==> config.mk <==
export PLATFORM = sky130hd
export DESIGN_NAME = sct_top
export DESIGN_NICKNAME = d
export VERILOG_FILES = /design/src/hw/sct_pkg.sv /design/src/hw/sct_axil_slave.sv /design/src/hw/sct_top.sv
export VERILOG_INCLUDE_DIRS = /design/src /design/src/hw
export SDC_FILE = /design/constraint.sdc
export NUM_CORES = 1
export LEC_CHECK = 0
export BUFFER_PORTS_ARGS = -buffer_cell sky130_fd_sc_hd__buf_4
export CAP_MARGIN = 10
export CORE_UTILIZATION = 55
export CTS_CLUSTER_SIZE = 10
export DETAILED_ROUTE_END_ITERATION = 10
export GPL_TIMING_DRIVEN = 0
export PLACE_DENSITY_LB_ADDON = 0.1
export RECOVER_POWER = 25
export SYNTH_ARGS = -nofsm -noshare
export SYNTH_HDL_FRONTEND = slang
export SYNTH_SLANG_ARGS = --single-unit
==> constraint.sdc <==
create_clock -name aclk -period 3.81 [get_ports aclk]
set_input_delay 0.1905 -clock aclk [delete_from_list [all_inputs] [get_ports aclk]]
set_output_delay 0.1905 -clock aclk [all_outputs]
set_load 0.02 [all_outputs]
==> src/hw/sct_cfg.svh <==
/*
  constants of the step-count and interrupt trigger: word indexes, field
  positions, type codes and reset values.
  assumes it is included by bare name before any use of the macros.
*/
`ifndef SCT_CFG_SVH
`define SCT_CFG_SVH

// Summary of operation
// - config word shows the step trigger when its type field reads 3.
// - step trigger matches on retirement fetched in an enabled mode, returns too.
// - step trigger matches on any trap taken from an enabled mode.
// - retirement plus trap of one instruction counts as a single match.
// - match with count above one decrements count, pending untouched.
// - match with count one sets pending, clears count unless wired to one.
// - config write by the matching instruction may skip pending; written count stays.
// - zero count stays zero until software writes it.
// - pending fires before next instruction in enabled mode, clearing pending.
// - wired-to-one count clears all five mode enables on firing.
// - step trigger firing with action zero writes zero trap value.
// - implemented qualifier conditions must also hold for a match.
// - count is 14 bits at 23..10, resets to one, legal values.
// - hit set by hardware on fire or match, software writes it; absent reads zero.
// - enables of absent modes are hard-wired to zero.
// - config word shows the interrupt trigger when its type field reads 4.
// - interrupt trap fires when its code bit is set in the match word.
// - nmi enable lets non-maskable interrupts fire in enabled modes.
// - each interrupt mode enable qualifies interrupts taken from that mode.
// - interrupt trigger fires before handler entry; action zero zeroes trap value.
// - unsupported interrupt enable bits read back zero.
// - only interrupt codes 0..31 are selectable in the 32-bit match word.

// word indexes; byte address is four times the index
`define SCT_IDX_SELECT 12'h7a0
`define SCT_IDX_CONFIG 12'h7a1
`define SCT_IDX_MATCH  12'h7a2
`define SCT_IDX_STATUS 12'h7a4

// fields of the configuration word
`define SCT_TYPE_HI    31
`define SCT_TYPE_LO    28
`define SCT_TYPE_STEP  4'h3
`define SCT_TYPE_IRQ   4'h4
`define SCT_ST_VS      26
`define SCT_ST_VU      25
`define SCT_ST_HIT     24
`define SCT_CNT_HI     23
`define SCT_CNT_LO     10
`define SCT_F_M        9
`define SCT_ST_PEND    8
`define SCT_F_S        7
`define SCT_F_U        6
`define SCT_ACT_HI     5
`define SCT_ACT_LO     0
`define SCT_IR_HIT     26
`define SCT_IR_VS      12
`define SCT_IR_VU      11
`define SCT_IR_NMI     10

// reset values and bus answers
`define SCT_CNT_RESET  14'h0001
`define SCT_ACT_RESET  6'h00
`define SCT_RESP_OKAY  2'h0
`define SCT_RESP_SLVERR 2'h2

`endif

==> src/hw/sct_pkg.sv <==
/*
  types of the step-count and interrupt trigger.
  assumes nothing beyond a SystemVerilog compiler.
*/
package sct_pkg;

  // privilege mode of an event, one bit per mode
  typedef enum logic [4:0]
  {
    SCT_MODE_M  = 5'h01,
    SCT_MODE_S  = 5'h02,
    SCT_MODE_U  = 5'h04,
    SCT_MODE_VS = 5'h08,
    SCT_MODE_VU = 5'h10
  } sct_mode_type;

endpackage : sct_pkg

==> src/hw/sct_axil_slave.sv <==
/*
  axi4-lite slave front end: takes one write and one read at a time and
  hands word accesses to the register file.
  assumes the register file decodes and answers in the same cycle.
*/
`timescale 1ns/100ps
`include "sct_cfg.svh"

module sct_axil_slave
(
  // clock and reset
  input  wire logic        aclk,
  input  wire logic        aresetn,
  // write address and data
  input  wire logic [15:0] awaddr,
  input  wire logic        awvalid,
  output logic             awready,
  input  wire logic [31:0] wdata,
  input  wire logic [3:0]  wstrb,
  input  wire logic        wvalid,
  output logic             wready,
  // write response
  output logic [1:0]       bresp,
  output logic             bvalid,
  input  wire logic        bready,
  // read
  input  wire logic [15:0] araddr,
  input  wire logic        arvalid,
  output logic             arready,
  output logic [31:0]      rdata,
  output logic [1:0]       rresp,
  output logic             rvalid,
  input  wire logic        rready,
  // register file side
  output logic             reg_wr,
  output logic [15:0]      reg_waddr,
  output logic [31:0]      reg_wdata,
  output logic [3:0]       reg_wstrb,
  input  wire logic        reg_wr_ok,
  input  wire logic [31:0] reg_rdata,
  input  wire logic        reg_rd_ok
);

  wire aw_take = awvalid && awready;
  wire w_take  = wvalid && wready;
  wire ar_take = arvalid && arready;
  // both halves held and no answer out yet
  assign reg_wr = !awready && !wready && !bvalid;

  always_ff @(posedge aclk)
  begin
    if (!aresetn)
    begin
      awready   <= 1'b1;
      wready    <= 1'b1;
      bvalid    <= 1'b0;
      bresp     <= `SCT_RESP_OKAY;
      reg_waddr <= 16'h0000;
      reg_wdata <= 32'h0000_0000;
      reg_wstrb <= 4'h0;
    end
    else
    begin
      if (aw_take)
      begin
        awready   <= 1'b0;
        reg_waddr <= awaddr;
      end
      if (w_take)
      begin
        wready    <= 1'b0;
        reg_wdata <= wdata;
        reg_wstrb <= wstrb;
      end
      if (reg_wr)
      begin
        bvalid <= 1'b1;
        bresp  <= reg_wr_ok ? `SCT_RESP_OKAY : `SCT_RESP_SLVERR;
      end
      if (bvalid && bready)
      begin
        bvalid  <= 1'b0;
        awready <= 1'b1;
        wready  <= 1'b1;
      end
    end
  end

  always_ff @(posedge aclk)
  begin
    if (!aresetn)
    begin
      arready <= 1'b1;
      rvalid  <= 1'b0;
      rdata   <= 32'h0000_0000;
      rresp   <= `SCT_RESP_OKAY;
    end
    else if (ar_take)
    begin
      arready <= 1'b0;
      rvalid  <= 1'b1;
      rdata   <= reg_rdata;
      rresp   <= reg_rd_ok ? `SCT_RESP_OKAY : `SCT_RESP_SLVERR;
    end
    else if (rvalid && rready)
    begin
      rvalid  <= 1'b0;
      arready <= 1'b1;
    end
  end

endmodule : sct_axil_slave

==> src/hw/sct_top.sv <==
/*
  step-count and interrupt trigger: two trigger slots behind one
  configuration word, selected by a select register, reached over axi4-lite.
  assumes the hart reports retirement, traps, handler entry and the next
  instruction about to execute as one-cycle strobes on aclk.
*/
`timescale 1ns/100ps
`include "sct_cfg.svh"

module sct_top
#(
  parameter bit          HAS_S          = 1'b1,
  parameter bit          HAS_U          = 1'b1,
  parameter bit          HAS_VIRT       = 1'b0,
  parameter bit          HIT_IMPL       = 1'b1,
  parameter bit          COUNT_ONE_ONLY = 1'b0,
  parameter logic [31:0] IRQ_IMPL       = 32'hffff_ffff
)
(
  // clock and reset
  input  wire logic                      aclk,
  input  wire logic                      aresetn,
  // axi4-lite write
  input  wire logic [15:0]               awaddr,
  input  wire logic                      awvalid,
  output logic                           awready,
  input  wire logic [31:0]               wdata,
  input  wire logic [3:0]                wstrb,
  input  wire logic                      wvalid,
  output logic                           wready,
  output logic [1:0]                     bresp,
  output logic                           bvalid,
  input  wire logic                      bready,
  // axi4-lite read
  input  wire logic [15:0]               araddr,
  input  wire logic                      arvalid,
  output logic                           arready,
  output logic [31:0]                    rdata,
  output logic [1:0]                     rresp,
  output logic                           rvalid,
  input  wire logic                      rready,
  // hart retirement and traps
  input  wire logic                      retire_valid,
  input  wire sct_pkg::sct_mode_type     retire_mode,
  input  wire logic                      retire_cfg_write,
  input  wire logic                      trap_valid,
  input  wire sct_pkg::sct_mode_type     trap_from_mode,
  input  wire logic                      trap_is_irq,
  input  wire logic                      trap_is_nmi,
  input  wire logic [4:0]                trap_irq_code,
  // hart execution points
  input  wire logic                      exec_valid,
  input  wire sct_pkg::sct_mode_type     exec_mode,
  input  wire logic                      handler_entry,
  // firing toward the debug logic
  output logic                           fire_q,
  output logic                           fire_irq_q,
  output logic [5:0]                     fire_action_q,
  output logic                           fire_tval_zero_q
);

  import sct_pkg::*;

  // ----------------------------------------------------------------
  // bus front end
  // ----------------------------------------------------------------

  logic        reg_wr;
  logic [15:0] reg_waddr;
  logic [31:0] reg_wdata;
  logic [3:0]  reg_wstrb;
  logic        reg_wr_ok;
  logic [31:0] reg_rdata;
  logic        reg_rd_ok;

  sct_axil_slave u_bus
  (
    .aclk      (aclk),
    .aresetn   (aresetn),
    .awaddr    (awaddr),
    .awvalid   (awvalid),
    .awready   (awready),
    .wdata     (wdata),
    .wstrb     (wstrb),
    .wvalid    (wvalid),
    .wready    (wready),
    .bresp     (bresp),
    .bvalid    (bvalid),
    .bready    (bready),
    .araddr    (araddr),
    .arvalid   (arvalid),
    .arready   (arready),
    .rdata     (rdata),
    .rresp     (rresp),
    .rvalid    (rvalid),
    .rready    (rready),
    .reg_wr    (reg_wr),
    .reg_waddr (reg_waddr),
    .reg_wdata (reg_wdata),
    .reg_wstrb (reg_wstrb),
    .reg_wr_ok (reg_wr_ok),
    .reg_rdata (reg_rdata),
    .reg_rd_ok (reg_rd_ok)
  );

  // ----------------------------------------------------------------
  // trigger state
  // ----------------------------------------------------------------

  logic        sel_q;
  logic [4:0]  st_en_q;
  logic        st_hit_q;
  logic [13:0] st_cnt_q;
  logic        st_pend_q;
  logic [5:0]  st_act_q;
  logic [4:0]  ir_en_q;
  logic        ir_nmi_q;
  logic        ir_hit_q;
  logic [5:0]  ir_act_q;
  logic [31:0] ir_mask_q;
  logic        ir_armed_q;
  logic        ir_fire;

  // enables of modes the hart lacks stay zero
  wire [4:0] en_legal = {HAS_VIRT, HAS_VIRT, HAS_U, HAS_S, 1'b1};

  // ----------------------------------------------------------------
  // register view
  // ----------------------------------------------------------------

  wire [31:0] st_word = {`SCT_TYPE_STEP, 1'b0, st_en_q[3], st_en_q[4], st_hit_q,
                         st_cnt_q, st_en_q[0], st_pend_q, st_en_q[1], st_en_q[2],
                         st_act_q};
  wire [31:0] ir_word = {`SCT_TYPE_IRQ, 1'b0, ir_hit_q, 13'h0000,
                         ir_en_q[3], ir_en_q[4], ir_nmi_q, ir_en_q[0], 1'b0,
                         ir_en_q[1], ir_en_q[2], ir_act_q};
  wire [31:0] cfg_word   = sel_q ? ir_word : st_word;
  wire [31:0] match_word = sel_q ? ir_mask_q : 32'h0000_0000;
  wire [31:0] stat_word  = {28'h0000000, ir_armed_q, st_cnt_q == 14'h0000,
                            st_pend_q, sel_q};
  wire [31:0] sel_word   = {31'h00000000, sel_q};

  function automatic logic [31:0] reg_view
  (
    input logic [15:0] addr,
    input logic [31:0] sel_w,
    input logic [31:0] cfg_w,
    input logic [31:0] match_w,
    input logic [31:0] stat_w
  );
    logic [11:0] idx;
    idx      = addr[13:2];
    reg_view = 32'h0000_0000;
    if (addr[15:14] == 2'h0)
    begin
      case (idx)
        `SCT_IDX_SELECT: reg_view = sel_w;
        `SCT_IDX_CONFIG: reg_view = cfg_w;
        `SCT_IDX_MATCH:  reg_view = match_w;
        `SCT_IDX_STATUS: reg_view = stat_w;
        default:         reg_view = 32'h0000_0000;
      endcase
    end
  endfunction : reg_view

  function automatic logic is_mapped
  (
    input logic [15:0] addr
  );
    is_mapped = (addr[15:14] == 2'h0) &&
                (addr[13:2] == `SCT_IDX_SELECT || addr[13:2] == `SCT_IDX_CONFIG ||
                 addr[13:2] == `SCT_IDX_MATCH  || addr[13:2] == `SCT_IDX_STATUS);
  endfunction : is_mapped

  assign reg_rdata = reg_view(araddr, sel_word, cfg_word, match_word, stat_word);
  assign reg_rd_ok = is_mapped(araddr);
  assign reg_wr_ok = is_mapped(reg_waddr);

  // ----------------------------------------------------------------
  // write decode with byte lanes
  // ----------------------------------------------------------------

  logic [31:0] lane_mask;

  genvar gi;
  generate
    for (gi = 0; gi < 4; gi++)
    begin : g_lane
      assign lane_mask[gi*8 +: 8] = {8{reg_wstrb[gi]}};
    end
  endgenerate

  wire [31:0] old_word = reg_view(reg_waddr, sel_word, cfg_word, match_word, stat_word);
  wire [31:0] wm       = (old_word & ~lane_mask) | (reg_wdata & lane_mask);
  wire [11:0] widx     = reg_waddr[13:2];
  wire        wr_ok    = reg_wr && reg_wr_ok;
  wire        wr_sel   = wr_ok && widx == `SCT_IDX_SELECT;
  wire        wr_st    = wr_ok && widx == `SCT_IDX_CONFIG && !sel_q;
  wire        wr_ir    = wr_ok && widx == `SCT_IDX_CONFIG && sel_q;
  wire        wr_mask  = wr_ok && widx == `SCT_IDX_MATCH && sel_q;

  wire [4:0]  st_en_w  = {wm[`SCT_ST_VU], wm[`SCT_ST_VS], wm[`SCT_F_U], wm[`SCT_F_S],
                          wm[`SCT_F_M]} & en_legal;
  wire [4:0]  ir_en_w  = {wm[`SCT_IR_VU], wm[`SCT_IR_VS], wm[`SCT_F_U], wm[`SCT_F_S],
                          wm[`SCT_F_M]} & en_legal;
  // any 14-bit value is legal unless the count is wired to one
  wire [13:0] cnt_w    = COUNT_ONE_ONLY ? `SCT_CNT_RESET
                                        : wm[`SCT_CNT_HI:`SCT_CNT_LO];

  // ----------------------------------------------------------------
  // instruction-count trigger
  // ----------------------------------------------------------------

  // no qualifier registers exist, so only mode enables qualify a match
  wire st_ret   = retire_valid && |(retire_mode & st_en_q);
  wire st_trap  = trap_valid && |(trap_from_mode & st_en_q);
  wire st_match = st_ret || st_trap;
  wire cnt_one  = st_cnt_q == 14'h0001;
  wire cnt_big  = st_cnt_q > 14'h0001;

  // an interrupt-trigger firing in the same cycle goes first; pending stays
  // set and fires at the next eligible instruction
  wire st_fire  = st_pend_q && exec_valid && |(exec_mode & st_en_q) && !ir_fire;
  wire pend_set = st_match && cnt_one && !retire_cfg_write && !wr_st;

  logic [13:0] st_cnt_d;
  logic        st_pend_d;
  logic [4:0]  st_en_d;
  logic        st_hit_d;

  always_comb
  begin
    st_cnt_d = st_cnt_q;
    if (wr_st)
      st_cnt_d = cnt_w;
    else if (st_match && cnt_big && !retire_cfg_write)
      st_cnt_d = st_cnt_q - 14'h0001;
    else if (st_match && cnt_one && !COUNT_ONE_ONLY && !retire_cfg_write)
      st_cnt_d = 14'h0000;
  end

  always_comb
  begin
    st_pend_d = st_pend_q;
    if (wr_st)
      st_pend_d = wm[`SCT_ST_PEND];
    else if (st_fire)
      st_pend_d = 1'b0;
    if (pend_set)
      st_pend_d = 1'b1;
  end

  always_comb
  begin
    st_en_d = st_en_q;
    if (wr_st)
      st_en_d = st_en_w;
    else if (st_fire && COUNT_ONE_ONLY)
      st_en_d = 5'h00;
  end

  // a hardware set wins over a software clear in the same cycle
  assign st_hit_d = HIT_IMPL && ((wr_st ? wm[`SCT_ST_HIT] : st_hit_q) || st_fire);

  // ----------------------------------------------------------------
  // interrupt trigger
  // ----------------------------------------------------------------

  wire ir_code_on = ir_mask_q[trap_irq_code];
  wire ir_src_on  = trap_is_nmi ? ir_nmi_q : ir_code_on;
  wire ir_match   = trap_valid && trap_is_irq && |(trap_from_mode & ir_en_q)
                    && ir_src_on;
  assign ir_fire  = handler_entry && (ir_armed_q || ir_match);

  wire ir_hit_d   = HIT_IMPL && ((wr_ir ? wm[`SCT_IR_HIT] : ir_hit_q) || ir_match);

  // ----------------------------------------------------------------
  // registers
  // ----------------------------------------------------------------

  always_ff @(posedge aclk)
  begin
    if (!aresetn)
    begin
      sel_q     <= 1'b0;
      st_en_q   <= 5'h00;
      st_hit_q  <= 1'b0;
      st_cnt_q  <= `SCT_CNT_RESET;
      st_pend_q <= 1'b0;
      st_act_q  <= `SCT_ACT_RESET;
    end
    else
    begin
      if (wr_sel)
        sel_q <= wm[0];
      st_en_q   <= st_en_d;
      st_hit_q  <= st_hit_d;
      st_cnt_q  <= st_cnt_d;
      st_pend_q <= st_pend_d;
      if (wr_st)
        st_act_q <= wm[`SCT_ACT_HI:`SCT_ACT_LO];
    end
  end

  always_ff @(posedge aclk)
  begin
    if (!aresetn)
    begin
      ir_en_q    <= 5'h00;
      ir_nmi_q   <= 1'b0;
      ir_hit_q   <= 1'b0;
      ir_act_q   <= `SCT_ACT_RESET;
      ir_mask_q  <= 32'h0000_0000;
      ir_armed_q <= 1'b0;
    end
    else
    begin
      ir_hit_q <= ir_hit_d;
      if (wr_ir)
      begin
        ir_en_q  <= ir_en_w;
        ir_nmi_q <= wm[`SCT_IR_NMI];
        ir_act_q <= wm[`SCT_ACT_HI:`SCT_ACT_LO];
      end
      if (wr_mask)
        ir_mask_q <= wm & IRQ_IMPL;
      // armed from the trap until the handler's first instruction
      ir_armed_q <= (ir_armed_q || ir_match) && !handler_entry;
    end
  end

  // ----------------------------------------------------------------
  // firing outputs
  // ----------------------------------------------------------------

  wire [5:0] fire_act = ir_fire ? ir_act_q : st_act_q;

  always_ff @(posedge aclk)
  begin
    if (!aresetn)
    begin
      fire_q           <= 1'b0;
      fire_irq_q       <= 1'b0;
      fire_action_q    <= `SCT_ACT_RESET;
      fire_tval_zero_q <= 1'b0;
    end
    else
    begin
      fire_q           <= ir_fire || st_fire;
      fire_irq_q       <= ir_fire;
      fire_action_q    <= fire_act;
      fire_tval_zero_q <= (ir_fire || st_fire) && fire_act == 6'h00;
    end
  end

endmodule : sct_top

* Word level (Yosys, flattened, before mapping)
Cells that the tools add are included. W data, S select, Z words.
Cells by class: reduce and logical (&&, ||, !) cells 63, add/subtract/negate cells 1, equal/unequal tests 9, muxes and demuxes 24, $lt $le $gt $ge 2, bitwise logic cells 9
Operator list (count):
- $pmux W32 S4 | 2
- $eq A12 B11 Y1 const B | 8
- $mux W32 | 3
- $and A32 B32 Y32 | 2
- $mux W14 | 3
- $logic_and A1 B1 Y1 | 32
- $not A32 Y32 | 1
- $or A32 B32 Y32 | 1
- $mux W31 | 1
- $and A5 B3 Y5 | 4
- $reduce_or A5 Y1 | 4
- $eq A14 B1 Y1 const B | 1
- $gt A14 B1 Y1 const B | 1
- $logic_not A14 Y1 | 1
- $sub A14 B1 Y14 const B | 1
- $logic_or A1 B1 Y1 | 11
- $mux W1 | 11
- $logic_not A1 Y1 | 8
- $logic_not A6 Y1 | 1
- $lt A5 B6 Y1 const B | 1
- $mux W6 | 1
- $reduce_bool A3 Y1 | 2
- $bmux W1 S5 | 1
- $logic_not A2 Y1 | 2
- 4 further kinds | 5
Word-level totals: input bits 102, output and inout port bits 50, word-level logic and storage cells 135, register bits after elaboration 172

* Longest topological paths before layout
word-level depth 11, depth in mapped cells 8, depth with buffers taken out 7

* By module
Synthesis repeated with hierarchy kept, for this count alone.
Second synthesis, totals: cells, all modules 1093, area, all modules 9008.6 µm²
Modules (own cells, without submodules):
- sct_top | times used 1, area each 5142.4 µm², seq. area each 1581.5 µm², cells each 682
- sct_axil_slave | times used 1, area each 3866.2 µm², seq. area each 1821.7 µm², cells each 411

* Least setup slack after synthesis
OpenSTA, ideal clock, no wires.
path type flip-flop to flip-flop, start register u_bus.arready, end register u_bus.rdata[30], buffers on the path 1, setup time 65 ps, cell stages (with the launch flop) 8, arrival time 1944 ps, data required time 3745 ps, setup slack 1801 ps, clock period less this slack 2009 ps, cell sequence dfxtp_1 > nand2_1 > nor3_1 > or3b_2 > clkbuf_1 > nor4_1 > a22oi_1 > nor2_1
On the way: word-level cells in the longest chain between the ends 1
RTL lines:
- start, declared | line sct_axil_slave.sv:29 | output logic arready,
- start signal, assigned | line sct_axil_slave.sv:93 | arready <= 1'b1;
- start signal, assigned | line sct_axil_slave.sv:100 | arready <= 1'b0;
- start signal, assigned | line sct_axil_slave.sv:108 | arready <= 1'b1;
- $logic_and A1 B1 Y1 | line sct_axil_slave.sv:46 | wire ar_take = arvalid && arready;
- end signal, assigned | line sct_axil_slave.sv:102 | rdata <= reg_rdata;
- end, declared | line sct_axil_slave.sv:30 | output logic [31:0] rdata,
No other way between the ends. A chain may end at the register's enable or synchronous reset.

* Final worst setup path
start register u_bus.reg_waddr[2], end register st_cnt_q[6]
On the way: word-level cells in the longest chain between the ends 9, elaborated cells on any way between the ends 17, classes of those cells eq/ne (4); mux (3); bitwise (2); reduce/logical (8)
RTL lines:
- start, declared | line sct_axil_slave.sv:36 | output logic [15:0] reg_waddr,
- start signal, assigned | line sct_axil_slave.sv:67 | reg_waddr <= awaddr;
- branches (longest 9 deep; another with $pmux W32 S4)
- end signal, assigned | line sct_top.sv:288 | st_cnt_q <= `SCT_CNT_RESET;
- end signal, assigned | line sct_top.sv:298 | st_cnt_q <= st_cnt_d;
- end, declared | line sct_top.sv:113 | logic [13:0] st_cnt_q;
Several ways; the timed one is not identified.

==> metrics.md <==
| Metric | Value |
|---|---|
| Critical-path cell list | nor2b_1 -> clkbuf_1 -> and2_1 -> clkbuf_1 -> a22oi_1 -> o31ai_1 -> o21ai_0 -> a21oi_1 |
| Area fraction of the dominant cell type after synthesis | 0.411 |
| Main flop type after synthesis | dfxtp_1 |
| # rows | 44 |
| CP endpoint kind | flop |
| CTS sink cnt | 168 |
| GPL Wtd Cong | 0.979 |
| HPWL after detailed placement | 20.2 mm |
| DR DRC count | 0 |
| Post-synth top cells | 168 x dfxtp_1, 160 x nand2_1, 99 x nor2_1 |
| Final setup TNS | 0 ps |
| Synth async-reset ratio | 0 |
| Clk root buf | clkbuf_16 |
| Initial antenna violation count | 0 |
| Power Density | 381 mW/mm² |
| Final Slew Violations | 0 |
| Placement Setup Slack | 1330 ps |
| Mapped Area | 0.00818 mm² |
| Port bufs | 136 |
| CP delay by family, top | compound AO/OA/AOI/OAI gates |
| Static leakage | 0.00349 µW |
| Crit path max fanout | 10 |
| Area of the multi-input gates | 0.00441 mm² |
| Vias per cell | 6.18 |
| Post-synth EDFFs | 0 |
| Hold path depth | 3 |
| Total gr overflow | 0 |
| Worst setup margin | 1270 ps |
| Top-count cell post-synth | dfxtp_1 |
| Initial DRC count | 1097 |
| Fin crit period | 2540 ps |
| Worst-margin pin slew | 1010 ps |
| DR WL met3 | 3.13 mm |
| I/O Pins | 152 |
| Synth Instances | 985 |
| Fin nets | 1267 |
| CTS buffer count | 17 |
| Clock transition at path regs | 70 ps |
| Fin crit share | 0.666 |
| Top Metal Used | met4 |
| Crit Path Class | reg2reg |
| Flop2flop setup slack | 1270 ps |
| H-tree depth | 4 |
| Area leader, netlist | dfxtp_1 |
| Max frequency | 394 MHz |
| Clock Skew | 8.05 ps |
| RSZ-0062 raised after global routing | false |
| Crit. path cell count | 8 |
| Synth warn | 0 |
| Cell repeated most along the worst path | clkbuf_1 |
| Post-DR wirelength/cell | 20.4 µm |
| Initial Utilization | 0.563 |
| Worst rel slew slack | 0.323 |
| Largest cells by area after synthesis | dfxtp_1 41%, nand2_1 7.3%, a21oi_1 5.5% |
| WP data arrival | 2910 ps |
| Finish-stage setup viols | 0 |
| Max cap viols | 0 |
| Status | finished clean |
| P&R area growth vs syn | 22.8% |
| Drt first pass iters | 8 |
| Number of routed nets with antenna violations | 0 |
| First-pass GRT wire length | 41.0 mm |
| Worst Path Buf+Inv | 2 |
| Clk Latency, worst-skew pair | 440 ps |
| Worst EP required | 4180 ps |
| Reg2Reg Depth | 8 |
| Vias in the first global route | 7358 |
| Unique cell type count in the Yosys netlist | 75 |
| Slowest cell on crit path | clkbuf_1 |
| Peak supply drop | 293 µV |
| WL final | 27.7 mm |
| Clock Path Buffers | 2 |
| WL met2 | 11.8 mm |
| Register area share after synthesis | 0.411 |
| Die Wd | 124 µm |
| FF+latch count, synth | 168 |
| Largest net degree at the start of global routing | 17 |
| Critical path launch point type | flop |
| Wire length on met1 | 12.0 mm |
| Layout cell share with drive strength beyond 1 | 0.160 |
| Core area | 0.0145 mm² |
| Die Area | 0.0154 mm² |
| Register area | 0.00336 mm² |
| Worst Hold Class | in2reg |
| Die Ht | 124 µm |
| Total GRT Usage | 0.363 |
| # fillers | 1301 |
| CTS tree | yes |
| Mean area per synthesized cell | 8.31 µm² |
| CP max stage delay | 470 ps |
| Via Count | 8398 |
| Final Hold Viols | 0 |
| Diode count | 0 |
| Post-CTS setup buffer count | 0 |
==> timing repair <==
item,4_1_cts,5_1_grt
hold buffers,22,0
endpoints found under the hold margin,21,0
resized for setup,0,0
==> where the power goes <==
group / switching [µW] / internal [µW]
sequential: 25.4 / 1790
combinational: 186 / 135
clock: 748 / 939
total: 959 / 2870
==> placed cells by master, fill, tap and decap left out, types with 20 or more instances in the layout <==
| master | netlist | layout |
|---|---|---|
| a211oi_1 | 28 | 28 |
| a21oi_1 | 90 | 90 |
| a22oi_1 | 54 | 54 |
| a2bb2oi_1 | 29 | 29 |
| buf_2 | 20 | 20 |
| buf_4 | 7 | 95 |
| clkbuf_1 | 48 | 96 |
| dfxtp_1 | 168 | 168 |
| dlygate4sd3_1 | 0 | 22 |
| mux2i_1 | 25 | 25 |
| nand2_1 | 160 | 160 |
| nor2_1 | 99 | 99 |
| nor3_1 | 22 | 22 |
| o21ai_0 | 40 | 40 |
==> registers in the layout, indices dropped and copies added, names as in the netlist, 3 cells and up <==
signal           flops
u_bus.rdata         32
st_cnt_q            14
st_en_q              3
ir_mask_q           32
st_act_q             6
u_bus.reg_wdata     32
ir_act_q             6
u_bus.reg_wstrb      4
fire_action_q        6
ir_en_q              3
u_bus.reg_waddr     14
==> worst min-delay path: cells and delay by family <==
kind / cells / cell delay (ps)
and+or+nand+nor: 1 / 40
AOI/OAI and AO/OA: 1 / 50
buffers and inverters: 1 / 110
==> kinds of logic after synthesis <==
group | Yosys count | share of synthesized area
compound gates | 310 | 0.258
fa+ha+maj | 4 | 0.00566
buf+inv | 91 | 0.0499
flops | 168 | 0.411
mux | 39 | 0.0581
other cells | 1 | 0.000458
simple gates | 372 | 0.217
==> worst paths after layout <==
path                                             to          startpoint
worst min-delay path            u_bus.reg_waddr[13]          awaddr[13]
worst max-delay path                    st_cnt_q[6]  u_bus.reg_waddr[2]
worst max register to register          st_cnt_q[6]  u_bus.reg_waddr[2]
worst min register to register   u_bus.reg_waddr[8]  u_bus.reg_waddr[8]
==> area by class of cell <==
cell class / instances / share of cell area
buffer: 78 / 0.0357
clock buffer: 19 / 0.0451
clock inverter: 13 / 0.0121
inverter: 13 / 0.00485
multi-input combinational: 727 / 0.439
sequential: 168 / 0.335
tap: 184 / 0.0229
timing repair buffer: 158 / 0.106
==> routing by layer <==
metal	global-route usage	vias to the layer above
met5	0	-
met4	0.150	0
met3	0.0801	70
met2	0.528	536
met1	0.516	3843
li1	-	3949
==> through the flow <==
| step | instances | cell area, µm² | util | hold WS (ps) | total power [µW] |
|---|---|---|---|---|---|
| finish | 1360 | 10100 | 0.692 | 0.837 | 3830 |
| global route | 1360 | 10100 | 0.692 | 5.60 | 3940 |
| detailed placement | 1306 | 9440 | 0.649 | 378 | 2160 |
| global placement | 1306 | 9440 | 0.649 | 379 | 2150 |
| CTS | 1360 | 10200 | 0.704 | 0.383 | 3820 |
| floorplan | 986 | 8190 | - | 270 | 2010 |
Note: power is estimated with default switching activity, not from simulation.
